==> config.mk <==
export PLATFORM = sky130hd
export DESIGN_NAME = bcw_decoder
export DESIGN_NICKNAME = d
export VERILOG_FILES = /design/src/bcw_pkg.sv /design/src/bcw_decoder.sv
export VERILOG_INCLUDE_DIRS = /design/src
export SDC_FILE = /design/constraint.sdc
export NUM_CORES = 1
export LEC_CHECK = 0
export ABC_AREA = 1
export ABC_CLOCK_PERIOD_IN_PS = 2500
export BUFFER_PORTS_ARGS = -buffer_cell sky130_fd_sc_hd__buf_2
export CAP_MARGIN = 0
export CORE_ASPECT_RATIO = 1.75
export CORE_MARGIN = 3
export CORE_UTILIZATION = 31
export CTS_CLUSTER_DIAMETER = 80
export CTS_CLUSTER_SIZE = 25
export DETAILED_ROUTE_END_ITERATION = 8
export HOLD_SLACK_MARGIN = 0.12
export SYNTH_ARGS = -nofsm -noshare
export SYNTH_HDL_FRONTEND = slang
export SYNTH_SLANG_ARGS = --single-unit
==> constraint.sdc <==
create_clock -name clk_i -period 2.5 [get_ports clk_i]
set_clock_uncertainty 0.2 [all_clocks]
set_input_delay 0.125 -clock clk_i [delete_from_list [all_inputs] [get_ports clk_i]]
set_output_delay 0.125 -clock clk_i [all_outputs]
set_load 0.005 [all_outputs]
==> src/bcw_regs.svh <==
// Purpose: Offsets, field positions and reset values for the boot word decoder.
// Assumes: Registers sit on a 32-bit AXI4-Lite bus, one word each.
// Notes: Definitions only; included by its bare name.
`ifndef BCW_REGS_SVH
`define BCW_REGS_SVH

// Register byte offsets.
`define BCW_OFF_CFG_WORD 4'h0
`define BCW_OFF_STATUS 4'h4
`define BCW_OFF_RELOAD 4'h8

// Field positions inside the configuration word.
`define BCW_WDT_HI 20
`define BCW_WDT_LO 16
`define BCW_CSM_HI 15
`define BCW_CSM_LO 14
`define BCW_RSV_HI 13
`define BCW_RSV_LO 11
`define BCW_CLOCK_OUT_SIGNAL_BIT 10
`define BCW_POSC_HI 9
`define BCW_POSC_LO 8
`define BCW_TWO_SPEED_STARTUP_EN_BIT 7
`define BCW_SOSC_BIT 6
`define BCW_DMT_HI 5
`define BCW_DMT_LO 3

// Largest listed postscale code.
`define BCW_WDT_MAX 5'h14

// Unused word value (reset loads the captured word from the pins) and the AXI OK and error answers.
`define BCW_WORD_RST 32'h0000_0000
`define BCW_RESP_OK 2'h0
`define BCW_RESP_SLVERR 2'h2

`endif

==> src/bcw_pkg.sv <==
// Purpose: Types shared by the boot word decoder.
// Assumes: Constants live in bcw_regs.svh.
// Notes: No imports are used anywhere.
`default_nettype none
package bcw_pkg;
  // Primary oscillator mode encodings.
  typedef enum logic [1:0] {
    BCW_POSC_EXT = 2'h0,
    BCW_POSC_RSV = 2'h1,
    BCW_POSC_HS = 2'h2,
    BCW_POSC_OFF = 2'h3
  } bcw_posc_t;
endpackage
`default_nettype wire

==> src/bcw_decoder.sv <==
// Purpose: Decodes the lower fields of configuration word 1 into clock,
//   watchdog and deadman timer settings, readable over AXI4-Lite.
// Assumes: cfg_word_i is stable while rst_n_i is low.
// Notes: The word is sampled every cycle of reset, so the last value held
//   before release is kept until the next reset.
//
// Decided for this implementation: register access over AXI4-Lite and the register addresses.
`include "bcw_regs.svh"
`timescale 1ns/10ps
`default_nettype none

////////////////////////////////////////////////////////////////////////////////
// Notes on behaviour
// - Postscale code n gives ratio two to n.
// - Codes above 10100 act as 10100.
// - Bit 15 monitor enable, bit 14 switch enable.
// - Bit 10 one turns clock output off.
// - Clock output only when oscillator off or external.
// - Oscillator field: off, crystal, reserved, external.
// - Bit 7 enables two-speed start-up.
// - Bit 6 enables secondary oscillator.
// - Window code n gives (2^n-1)/2^n; zero for 000.
module bcw_decoder (
  input wire logic clk_i,
  input wire logic rst_n_i,
  input wire logic [31:0] cfg_word_i,
  input wire logic osc_clk_i,
  output logic [4:0] watchdog_postscale_sel_o,
  output logic [20:0] watchdog_ratio_o,
  output logic clock_monitor_en_o,
  output logic clock_switch_en_o,
  output logic clock_out_signal_o,
  output logic clock_out_active_o,
  output logic [1:0] primary_oscillator_mode_o,
  output logic posc_disabled_o,
  output logic high_speed_crystal_mode_o,
  output logic external_clock_input_mode_o,
  output logic posc_reserved_o,
  output logic two_speed_startup_en_o,
  output logic secondary_oscillator_en_o,
  output logic [2:0] deadman_window_interval_o,
  output logic [6:0] deadman_window_num_o,
  output logic [7:0] deadman_window_den_o,
  input wire logic [3:0] s_axi_awaddr,
  input wire logic s_axi_awvalid,
  output logic s_axi_awready,
  input wire logic [31:0] s_axi_wdata,
  input wire logic [3:0] s_axi_wstrb,
  input wire logic s_axi_wvalid,
  output logic s_axi_wready,
  output logic [1:0] s_axi_bresp,
  output logic s_axi_bvalid,
  input wire logic s_axi_bready,
  input wire logic [3:0] s_axi_araddr,
  input wire logic s_axi_arvalid,
  output logic s_axi_arready,
  output logic [31:0] s_axi_rdata,
  output logic [1:0] s_axi_rresp,
  output logic s_axi_rvalid,
  input wire logic s_axi_rready
);

  ////////////////////////////////////////////////////////////////////////////
  // Helper functions.

  // Clamps a postscale code to the largest listed value.
  function automatic logic [4:0] clamp_wdt(input logic [4:0] code);
    clamp_wdt = (code > `BCW_WDT_MAX) ? `BCW_WDT_MAX : code;
  endfunction

  // Builds a mask of n ones in an eight bit field.
  function automatic logic [7:0] ones_mask(input logic [2:0] n);
    ones_mask = 8'((9'h001 << n) - 9'h001);
  endfunction

  ////////////////////////////////////////////////////////////////////////////
  // Captured word.

  logic [31:0] cfg_word; // Word held since the last reset.
  logic [31:0] next_cfg_word; // Value loaded at the next edge.
  logic [2:0] load_cnt; // Cycles the word has been captured in this reset, saturating at 7.
  logic [2:0] next_load_cnt; // Next capture count.
  logic in_reset; // Reset was low at the previous edge.
  logic next_in_reset; // Reset level seen at this edge.

  // Loads the word while reset is low; otherwise holds it.
  // The count restarts at one on the first edge of every reset, so it
  // never leans on a value left over from power-up.
  always_comb begin
    next_in_reset = !rst_n_i;
    if (!rst_n_i) begin
      next_cfg_word = cfg_word_i;
      if (in_reset) begin
        next_load_cnt = (load_cnt == 3'h7) ? load_cnt : load_cnt + 3'h1;
      end else begin
        next_load_cnt = 3'h1;
      end
    end else begin
      next_cfg_word = cfg_word;
      next_load_cnt = load_cnt;
    end
  end

  // Registers the word; reset loads the pin value as a clocked capture.
  always_ff @(posedge clk_i) begin
    cfg_word <= next_cfg_word;
    load_cnt <= next_load_cnt;
    in_reset <= next_in_reset;
  end

  ////////////////////////////////////////////////////////////////////////////
  // Field decode, all combinational from the held word.

  logic [4:0] wdt_code; // Clamped postscale code.
  bcw_pkg::bcw_posc_t posc_mode; // Decoded oscillator mode.
  logic clock_out_signal_allowed; // Oscillator permits clock output.
  logic [7:0] dmt_mask; // Ones below the window code, the numerator.

  // Pulls each field out of the held word.
  always_comb begin
    wdt_code = clamp_wdt(cfg_word[`BCW_WDT_HI:`BCW_WDT_LO]);
    posc_mode = bcw_pkg::bcw_posc_t'(cfg_word[`BCW_POSC_HI:`BCW_POSC_LO]);
    clock_out_signal_allowed = (posc_mode == bcw_pkg::BCW_POSC_OFF) ||
                   (posc_mode == bcw_pkg::BCW_POSC_EXT);
    dmt_mask = ones_mask(cfg_word[`BCW_DMT_HI:`BCW_DMT_LO]);
  end

  // Drives the decoded settings.
  always_comb begin
    watchdog_postscale_sel_o = wdt_code;
    watchdog_ratio_o = 21'h00_0001 << wdt_code;
    clock_monitor_en_o = cfg_word[`BCW_CSM_HI];
    clock_switch_en_o = cfg_word[`BCW_CSM_LO];
    clock_out_active_o = !cfg_word[`BCW_CLOCK_OUT_SIGNAL_BIT] && clock_out_signal_allowed;
    primary_oscillator_mode_o = posc_mode;
    posc_disabled_o = (posc_mode == bcw_pkg::BCW_POSC_OFF);
    high_speed_crystal_mode_o = (posc_mode == bcw_pkg::BCW_POSC_HS);
    external_clock_input_mode_o = (posc_mode == bcw_pkg::BCW_POSC_EXT);
    posc_reserved_o = (posc_mode == bcw_pkg::BCW_POSC_RSV);
    two_speed_startup_en_o = cfg_word[`BCW_TWO_SPEED_STARTUP_EN_BIT];
    secondary_oscillator_en_o = cfg_word[`BCW_SOSC_BIT];
    deadman_window_interval_o = cfg_word[`BCW_DMT_HI:`BCW_DMT_LO];
    deadman_window_num_o = dmt_mask[6:0];
    deadman_window_den_o = (deadman_window_interval_o == 3'h0) ? 8'h01 :
      8'(9'h001 << deadman_window_interval_o);
  end

  // Passes the oscillator clock out only when the output is active.
  assign clock_out_signal_o = osc_clk_i & clock_out_active_o;

  ////////////////////////////////////////////////////////////////////////////
  // AXI4-Lite slave: read-only word, status, write ignored with error.

  logic aw_held; // Write address taken.
  logic w_held; // Write data taken.
  logic [3:0] aw_addr; // Taken write address.
  logic next_aw_held;
  logic next_w_held;
  logic [3:0] next_aw_addr;
  logic bvalid;
  logic [1:0] bresp;
  logic next_bvalid;
  logic [1:0] next_bresp;
  logic rvalid;
  logic [31:0] rdata;
  logic [1:0] rresp;
  logic next_rvalid;
  logic [31:0] next_rdata;
  logic [1:0] next_rresp;
  logic [31:0] status_word; // Decoded state seen by software.

  // Packs the decoded state for the status register.
  always_comb begin
    status_word = {16'h0000, load_cnt, 5'h00, clock_out_active_o,
                   posc_reserved_o, cfg_word[`BCW_RSV_HI:`BCW_RSV_LO] == 3'h7,
                   wdt_code};
  end

  // Handshake readies.
  assign s_axi_awready = !aw_held && !bvalid;
  assign s_axi_wready = !w_held && !bvalid;
  assign s_axi_arready = !rvalid;

  // Next state of the write and read channels.
  always_comb begin
    next_aw_held = aw_held;
    next_w_held = w_held;
    next_aw_addr = aw_addr;
    next_bvalid = bvalid;
    next_bresp = bresp;
    next_rvalid = rvalid;
    next_rdata = rdata;
    next_rresp = rresp;
    if (s_axi_awvalid && s_axi_awready) begin
      next_aw_held = 1'b1;
      next_aw_addr = s_axi_awaddr;
    end
    if (s_axi_wvalid && s_axi_wready) begin
      next_w_held = 1'b1;
    end
    if (next_aw_held && next_w_held && !bvalid) begin
      // All registers are read-only, so every write answers an error.
      next_bvalid = 1'b1;
      next_bresp = `BCW_RESP_SLVERR;
      next_aw_held = 1'b0;
      next_w_held = 1'b0;
    end else if (bvalid && s_axi_bready) begin
      next_bvalid = 1'b0;
    end
    if (s_axi_arvalid && s_axi_arready) begin
      next_rvalid = 1'b1;
      next_rresp = `BCW_RESP_OK;
      case ({s_axi_araddr[3:2], 2'b00})
        `BCW_OFF_CFG_WORD: begin
          next_rdata = cfg_word;
        end
        `BCW_OFF_STATUS: begin
          next_rdata = status_word;
        end
        default: begin
          next_rdata = 32'h0000_0000;
          next_rresp = `BCW_RESP_SLVERR;
        end
      endcase
    end else if (rvalid && s_axi_rready) begin
      next_rvalid = 1'b0;
    end
  end

  // Registers the bus state.
  always_ff @(posedge clk_i) begin
    if (!rst_n_i) begin
      aw_held <= 1'b0;
      w_held <= 1'b0;
      aw_addr <= 4'h0;
      bvalid <= 1'b0;
      bresp <= `BCW_RESP_OK;
      rvalid <= 1'b0;
      rdata <= 32'h0000_0000;
      rresp <= `BCW_RESP_OK;
    end else begin
      aw_held <= next_aw_held;
      w_held <= next_w_held;
      aw_addr <= next_aw_addr;
      bvalid <= next_bvalid;
      bresp <= next_bresp;
      rvalid <= next_rvalid;
      rdata <= next_rdata;
      rresp <= next_rresp;
    end
  end

  assign s_axi_bvalid = bvalid;
  assign s_axi_bresp = bresp;
  assign s_axi_rvalid = rvalid;
  assign s_axi_rdata = rdata;
  assign s_axi_rresp = rresp;

  ////////////////////////////////////////////////////////////////////////////
  // Assertions.

  a_word_held: assert property (@(posedge clk_i)
    rst_n_i && $past(rst_n_i) |-> $stable(cfg_word))
    else $error("Held word changed outside reset.");
  a_wdt_clamped: assert property (@(posedge clk_i)
    disable iff (!rst_n_i)
    cfg_word[20:16] > 5'h14 |-> watchdog_ratio_o == 21'h10_0000 &&
      watchdog_postscale_sel_o == 5'h14)
    else $error("Postscale code above max not clamped.");
  a_wdt_ratio: assert property (@(posedge clk_i)
    disable iff (!rst_n_i)
    cfg_word[20:16] <= 5'h14 |->
      watchdog_ratio_o == (21'h00_0001 << cfg_word[20:16]))
    else $error("Postscale ratio wrong.");
  a_csm_bits: assert property (@(posedge clk_i)
    disable iff (!rst_n_i)
    {clock_monitor_en_o, clock_switch_en_o} == cfg_word[15:14])
    else $error("Switch monitor bits wrong.");
  a_clock_out_signal_off: assert property (@(posedge clk_i)
    disable iff (!rst_n_i)
    cfg_word[10] |-> !clock_out_active_o && !clock_out_signal_o)
    else $error("Clock output on while disabled.");
  a_clock_out_signal_posc: assert property (@(posedge clk_i)
    disable iff (!rst_n_i)
    clock_out_active_o |-> cfg_word[9:8] != 2'h2 && cfg_word[9:8] != 2'h1)
    else $error("Clock output with crystal mode.");
  a_posc_decode: assert property (@(posedge clk_i)
    disable iff (!rst_n_i)
    $onehot({posc_disabled_o, high_speed_crystal_mode_o,
             external_clock_input_mode_o, posc_reserved_o}))
    else $error("Oscillator decode not one-hot.");
  a_two_speed_startup_en_bit: assert property (@(posedge clk_i)
    disable iff (!rst_n_i)
    two_speed_startup_en_o == cfg_word[7])
    else $error("Two-speed start-up wrong.");
  a_sosc_bit: assert property (@(posedge clk_i)
    disable iff (!rst_n_i)
    secondary_oscillator_en_o == cfg_word[6])
    else $error("Secondary oscillator wrong.");
  a_dmt_window: assert property (@(posedge clk_i)
    disable iff (!rst_n_i)
    deadman_window_num_o == 7'((8'h01 << cfg_word[5:3]) - 8'h01) &&
      deadman_window_den_o == (8'h01 << cfg_word[5:3]))
    else $error("Deadman window wrong.");
  a_read_answer: assert property (@(posedge clk_i) disable iff (!rst_n_i)
    s_axi_arvalid && s_axi_arready |=> s_axi_rvalid)
    else $error("Read not answered next cycle.");

  c_clock_out_signal_active: cover property (@(posedge clk_i) clock_out_active_o);
  c_wdt_clamp: cover property (@(posedge clk_i) cfg_word[20:16] > 5'h14);
  c_read_done: cover property (@(posedge clk_i) s_axi_rvalid && s_axi_rready);
  c_write_err: cover property (@(posedge clk_i) s_axi_bvalid);

endmodule
`default_nettype wire

After elaboration in Yosys (flattened, before gate mapping). Index checks and enable logic that the tools add are counted.

Bits in registers: 75. Bits of input ports: 84. Output and inout port bits: 97. Logic and storage cells: 60.

Add/subtract/negate cells: 2. $lt $le $gt $ge: 1. Equality and inequality tests: 7. Shifts and indexed selects: 2. Multiplexer cells: 11. Bitwise logic cells: 2. Reductions and logical operators: 25.

Operators with widths (count): case mux 32 bit (2 select lines) (1); << shifter 1 x 5 -> 21 bit, first input constant (1); logical AND 1 bit (10); 2-to-1 mux 8 bit (1); << shifter 1 x 3 -> 8 bit, first input constant (1); subtractor 7 x 1 -> 7 bit, second input constant (1); equality test 3 bit, second input constant (2); logical NOT 1 bit (6); 2-to-1 mux 1 bit (6); > comparator 5 bit, second input constant (1); 2-to-1 mux 5 bit (1); equality test 2 x 1 -> 1 bit, second input constant (2); equality test 2 bit, second input constant (2); logical NOT 2 bit (2); nonzero test 2 bit (2); OR reduction 2 bit (2); adder 3 x 1 -> 3 bit, second input constant (1); logical NOT 3 bit (1); 2-to-1 mux 3 bit (1); 2-to-1 mux 2 bit (1); inequality test 2 bit, second input constant (1); AND reduction 2 bit (1); bitwise AND 1 bit (1); logical OR 1 bit (1); NOT 1 bit (1).

Logic depth before layout (Yosys ltp). Gate-level depths: netlist of run 1.

Depth after elaboration: 7. Gate-level depth with buffers: 8. Depth with buffers taken out: 8.

Worst setup path before layout of run 1. No wires, ideal clock.

Path kind: input to register. Start: in rst_n_i. End: reg cfg_word[0], enable pin. Arrival time: 1486 ps. Data required time: 1890 ps. Slack: 405 ps. Cell stages on the path: 3. Buffers on the path: 2. Cells stage by stage: buf_2 > inv_1 > clkbuf_1.

RTL lines: start: declaration (line bcw_decoder.sv:25) `input wire logic rst_n_i,`; end signal: assignment (line bcw_decoder.sv:106) `cfg_word <= next_cfg_word;`; end: declaration (line bcw_decoder.sv:79) `logic [31:0] cfg_word;`.

No word-level cell between the ends.

Worst setup path in the final report of run 1.
Start: in s_axi_arvalid. End: reg rresp[1] (netlist: s_axi_rresp[1]).

Word-level cells in the longest chain between the ends: 1.

Ends and longest elaborated chain: start: declaration (line bcw_decoder.sv:55) `input wire logic s_axi_arvalid,`; logical AND 1 bit (line bcw_decoder.sv:210) `if (s_axi_arvalid && s_axi_arready) begin`; end signal: assignment (line bcw_decoder.sv:240) `` rresp <= `BCW_RESP_OK; ``; end signal: assignment (line bcw_decoder.sv:249) `rresp <= next_rresp;`; end: declaration (line bcw_decoder.sv:166) `logic [1:0] rresp;`.

Every way passes these cells. A chain may end at the register's enable or synchronous reset.

==> impl_metrics.json, run 1 <==
{
  "power_leakage_uw": 0.00215,
  "wl_met1_um": 3080,
  "insertion_delay_ps": 330,
  "hold_viol": 0,
  "port_buffers": 136,
  "ys_seq_elements": 74,
  "r2r-start": "s_axi_rvalid",
  "worstSetupEndpointType": "register",
  "numCtsBuffers": 9,
  "max_freq_mhz": 425,
  "drv_cap": 0,
  "fillers": 912,
  "firstDrtPassIters": 4,
  "vias": 2748,
  "n_antenna_cell": 0,
  "wl_met3_um": 421,
  "crit_chain": "dlygate4sd3_1 > buf_2 > nand2_2 > buf_4 > inv_1 > o21ai_0 > a21oi_1 > dlygate4sd3_1",
  "die_x_um": 80.5,
  "drcViolationCount": 0,
  "wl_per_cell_um": 13.1,
  "grt_usage_pct": 15.1,
  "synthArstFlopShare_pct": 0,
  "dp_hpwl_um": 5710,
  "synth_cell_types": 30,
  "gr-total-overflow": 0,
  "critPathRequiredTime_ps": 2510,
  "drt_wl_total_um": 8170,
  "synth_edf_count": 35,
  "start_util_pct": 31.8,
  "syn2layout_area_growth_pct": 50.5,
  "cts_max_level": 3,
  "dp_slack_ps": 778,
  "nets": 586,
  "worst_slack_ps": 147,
  "path_max_fanout": 23,
  "start_kind": "input port",
  "yosysSeqAreaShare_pct": 60.9,
  "first_global_vias": 2496,
  "clock-sinks": 74,
  "path_class": "input port to register",
  "synthCells": 320,
  "synthFlopType": "dfxtp_1",
  "yosysWarnings": 0,
  "drtAntennaViolNets": 0,
  "finalCriticalPeriod_ps": 2350,
  "rsz0062_at_grt": "false",
  "tns_ps": 0,
  "grt_pass1_wl_um": 12200,
  "cp.arrival_ps": 2370,
  "cpPeakStageDelay_ps": 560,
  "power.density_nw_per_um2": 689,
  "cp-startpoint": "s_axi_arvalid",
  "finalNonFillerCells": 623,
  "floorplan.die_area_sq_um": 11000,
  "io_pins": 181,
  "cts_root_buf": "clkbuf_16",
  "rows": 47,
  "register_area_sq_um": 1830,
  "ir_drop_v": 0.000504,
  "top_layer": "met4",
  "netlist_area_sq_um": 3010,
  "period_share_pct": 94.1,
  "crit_top_cell": "dlygate4sd3_1",
  "routabilityCongestion": 0.726,
  "clk_path_buf_depth": 2,
  "cts_tree": "built",
  "core_area_sq_um": 9470,
  "multi_input_comb_area_sq_um": 953,
  "grt_max_degree": 50,
  "drive_gt1_share_pct": 34.3,
  "met2_length_um": 4500,
  "place_inst": 562,
  "die-height_um": 136,
  "min_from": "s_axi_bresp[1]",
  "outcome": "finished clean",
  "slew_violations": 0,
  "viasPerCell": 4.41,
  "hold_path_class": "register to register",
  "drt-initial-drc-count": 123,
  "slowest_stage": "dlygate4sd3_1",
  "path_delay_family": "buffers and inverters",
  "critPathBufInv": 5,
  "antenna_found_initial": 0,
  "finalSetupViolations": 0,
  "syn_area_per_cell_sq_um": 9.40,
  "clkTransAtPathRegs_ps": 60
}
==> power breakdown <==
| part | internal [uW] | total (uW) | switching (uW) | leakage (uW) |
|---|---|---|---|---|
| Combinational | 190 | 395 | 205 | 0.00134 |
| Clock | 792 | 1320 | 527 | 0.000149 |
| Sequential | 1350 | 1400 | 52.2 | 0.000661 |
==> synthesized netlist by cell type, types with 2 or more instances <==
master    instances  area share (%)
a21o_1            2            0.50
a21oi_1          31             5.2
a31oi_1           7             1.5
buf_1             2            0.25
buf_2             2            0.33
buf_4             8             2.0
clkbuf_1          7            0.87
dfxtp_1          39              26
edfxtp_1         35              35
ha_1              6             2.5
inv_1            26             3.2
inv_2             2            0.25
nand2_1          86              11
nand2_2           2            0.42
nand2_4           3             1.1
nand3_1           9             1.5
nand3_2           3             1.0
nor2_1           36             4.5
o21ai_0           3            0.50
==> cells in the final DEF (no fill, tap or decap), types with 7 or more instances in the layout <==
cell type / n
buf_2: 136
nand2_1: 86
dlygate4sd3_1: 45
dfxtp_1: 39
nor2_1: 35
edfxtp_1: 35
a21oi_1: 31
inv_1: 25
nand3_1: 9
clkbuf_16: 9
a31oi_1: 7
==> worst reg2reg max path, cell delays in order (launching register included) <==
cell,delay [ps]
dfxtp_1,320
inv_1,70
nand2_2,240
buf_4,360
inv_1,170
o21ai_0,190
a21oi_1,60
dlygate4sd3_1,560
==> kinds of logic (layout without fill, tap and decap cells) <==
logic type,after synthesis,in the layout,synth area share [%]
buffers and inverters,49,229,7.61
AND/OR/NAND/NOR,146,146,21.0
AO/OA/AOI/OAI,44,44,7.86
flip-flops,74,74,60.9
other,1,2,0.125
adder cells (fa/ha/maj),6,6,2.50
==> metrics by stage <==
stage               power, uW  util, %  cell area [sq um]  hold WS (ps)
floorplan                1610        -               3010          23.9
global placement         1760     39.8               3770           102
detailed placement       1770     39.8               3770           103
CTS                      3160     47.8               4530           264
global route             3270     47.8               4530           286
finish                   3120     47.8               4530           259
==> sequential cells by signal, indices dropped and copies added, names as in the netlist <==
signal,flops
s_axi_rresp,1
load_cnt,3
w_held,1
in_reset,1
s_axi_rdata,32
s_axi_bvalid,1
s_axi_rvalid,1
aw_held,1
s_axi_bresp,1
cfg_word,32
==> what timing repair did <==
item	4_1_cts	5_1_grt
gates resized for setup	0	0
hold buffers	45	0
hold endpoints to repair	54	0
setup buffers	0	0
==> final cells by class <==
type,count,share of cell area [%]
inverter,29,2.52
sequential,74,40.5
multi-input combinational,198,21.1
clock buffer,9,4.98
tap,122,3.37
clock inverter,7,1.85
timing repair buffer,184,25.8
==> routing by layer <==
layer	up-vias	track usage, %
li1	1377	-
met1	1264	15.9
met2	94	27.9
met3	13	3.38
met4	0	6.58
met5	-	0
==> final timing paths <==
check                                       to  slack (ps)  cells past startpoint
worst min register to register  s_axi_bresp[1]         260                      2
worst max register to register  s_axi_rresp[1]         210                      7
worst min-delay path            s_axi_bresp[1]         260                      2
worst max-delay path            s_axi_rresp[1]         150                      8
Power figures use the tool's default switching activity.
==> run 2: changes to the inputs <==
--- a/config.mk
+++ b/config.mk
@@ -13,6 +13,7 @@
 export CORE_ASPECT_RATIO = 1.75
 export CORE_MARGIN = 3
 export CORE_UTILIZATION = 31
+export CTS_BUF_LIST = sky130_fd_sc_hd__clkbuf_8
 export CTS_CLUSTER_DIAMETER = 80
 export CTS_CLUSTER_SIZE = 25
 export DETAILED_ROUTE_END_ITERATION = 8
==> impl_metrics.json, run 2 (synthesis results as in run 1) <==
{
  "outcome": "finished clean",
  "met2_length_um": 4490,
  "wl_met1_um": 3070,
  "numCtsBuffers": 9,
  "clock-sinks": 74,
  "slew_violations": 0,
  "tns_ps": 0,
  "core_area_sq_um": 9470,
  "postPlaceCellArea_sq_um": 3770,
  "hold_viol": 0,
  "insertion_delay_ps": 350,
  "drt-initial-drc-count": 108,
  "hold_depth": 2,
  "cts_root_buf": "clkbuf_8",
  "power_leakage_uw": 0.00210,
  "path_class": "input port to register",
  "crit_chain": "dlygate4sd3_1 > buf_2 > nand2_2 > buf_4 > inv_1 > o21ai_0 > a21oi_1 > dlygate4sd3_1",
  "min_from": "s_axi_bresp[1]",
  "drt_wl_total_um": 8150,
  "routabilityCongestion": 0.726,
  "drive_gt1_share_pct": 34.3,
  "drv_cap": 0,
  "die_x_um": 80.5,
  "dp_hpwl_um": 5710,
  "path_max_fanout": 23,
  "final_common_cell": "buf_2",
  "drtAntennaViolNets": 0,
  "ir_drop_v": 0.000381,
  "finalCriticalPeriod_ps": 2330,
  "fillers": 922,
  "cpPeakStageDelay_ps": 570,
  "ctsResizeCount": 0,
  "slowest_stage": "dlygate4sd3_1",
  "start_util_pct": 31.8,
  "r2r_cells": 7,
  "clk_path_buf_depth": 2,
  "r2r-start": "s_axi_rvalid",
  "nets": 586,
  "grt_max_degree": 50,
  "postLayoutCellArea_sq_um": 4430,
  "wl_per_cell_um": 13.1,
  "antenna_found_initial": 0,
  "n_antenna_cell": 0,
  "die-height_um": 136,
  "gr-total-overflow": 0,
  "finalSetupViolations": 0,
  "rsz0062_at_grt": "false",
  "floorplan.die_area_sq_um": 11000,
  "r2r-end": "s_axi_rresp[1]",
  "critPathRequiredTime_ps": 2530,
  "grt_pass1_wl_um": 12200,
  "crit_top_cell": "dlygate4sd3_1",
  "first_global_vias": 2492,
  "top_layer": "met4",
  "final_cell_mix": "136 x buf_2, 86 x nand2_1, 45 x dlygate4sd3_1, 39 x dfxtp_1",
  "cts_tree": "built",
  "port_buffers": 136,
  "hold_path_class": "register to register",
  "r2r_setup_slack_ps": 200,
  "cp.arrival_ps": 2370,
  "worstHoldEndpoint": "s_axi_bresp[1]",
  "power.density_nw_per_um2": 626,
  "wl_met3_um": 416,
  "viasPerCell": 4.37,
  "grt_usage_pct": 15.0,
  "final_util_pct": 46.7,
  "worstSetupEndpointType": "register",
  "max_freq_mhz": 429,
  "rows": 47,
  "period_share_pct": 93.3,
  "firstDrtPassIters": 4,
  "start_kind": "input port",
  "syn2layout_area_growth_pct": 47.1,
  "drcViolationCount": 0,
  "clkTransAtPathRegs_ps": 80,
  "io_pins": 181,
  "cts_max_level": 3,
  "vias": 2724
}
==> run 2: cell counts in the layout (fill, tap and decap cells not counted) <==
Identical to the previous run, type by type.
==> run 2: worst max-delay path, delay by kind of cell <==
kind,cells,cell delay (ps)
buf+inv,5,1730
compound gates,2,250
simple gates,1,230
==> run 2: metrics by stage <==
stage | hold WS [ps] | total power, uW | setup WS [ps] | std cells
floorplan | 23.9 | 1610 | 405 | 321
global placement | 102 | 1760 | 806 | 562
detailed placement | 103 | 1770 | 778 | 562
CTS | 246 | 2810 | 211 | 623
global route | 259 | 2910 | 16.8 | 623
finish | 263 | 2770 | 167 | 623
==> run 2: worst max path at each step <==
stage                     slack [ps]        endpoint  cells past startpoint          start
final                            170  s_axi_rresp[1]                      8  s_axi_arvalid
after global routing              20  s_axi_rdata[1]                      7   s_axi_rvalid
after CTS                        210  s_axi_rresp[1]                      8  s_axi_arvalid
after detailed placement         780  s_axi_rresp[1]                      6   s_axi_rvalid
after global placement           810  s_axi_rdata[2]                      6   s_axi_rvalid
after floorplan                  400     cfg_word[0]                      3        rst_n_i
==> run 2: layout make-up <==
type | instances | area [sq um] | share of cell area, %
clock inverters | 7 | 83.8 | 1.89
flip-flops and latches | 74 | 1830 | 41.4
inverters | 29 | 114 | 2.57
repair buffers | 184 | 1170 | 26.4
clock buffers | 9 | 124 | 2.80
well taps | 122 | 153 | 3.45
multi-input cells | 198 | 953 | 21.5
==> run 2: what timing repair did <==
item	CTS	global route
hold buffers	45	0
buffers inserted	0	0
hold endpoints to repair	60	0
==> run 2: routing by layer <==
layer  vias to the layer above  global-route usage, %
met4                         0                   6.30
li1                       1374                      -
met3                        15                   3.38
met5                         -                      0
met1                      1245                   15.8
met2                        90                   27.9
==> run 2: report_power, final <==
part	switching (uW)	total, uW	leakage [uW]	internal [uW]
Combinational	204	394	0.00134	190
Clock	496	976	0.000103	480
Sequential	52.3	1400	0.000661	1350
Total	752	2770	0.00210	2020
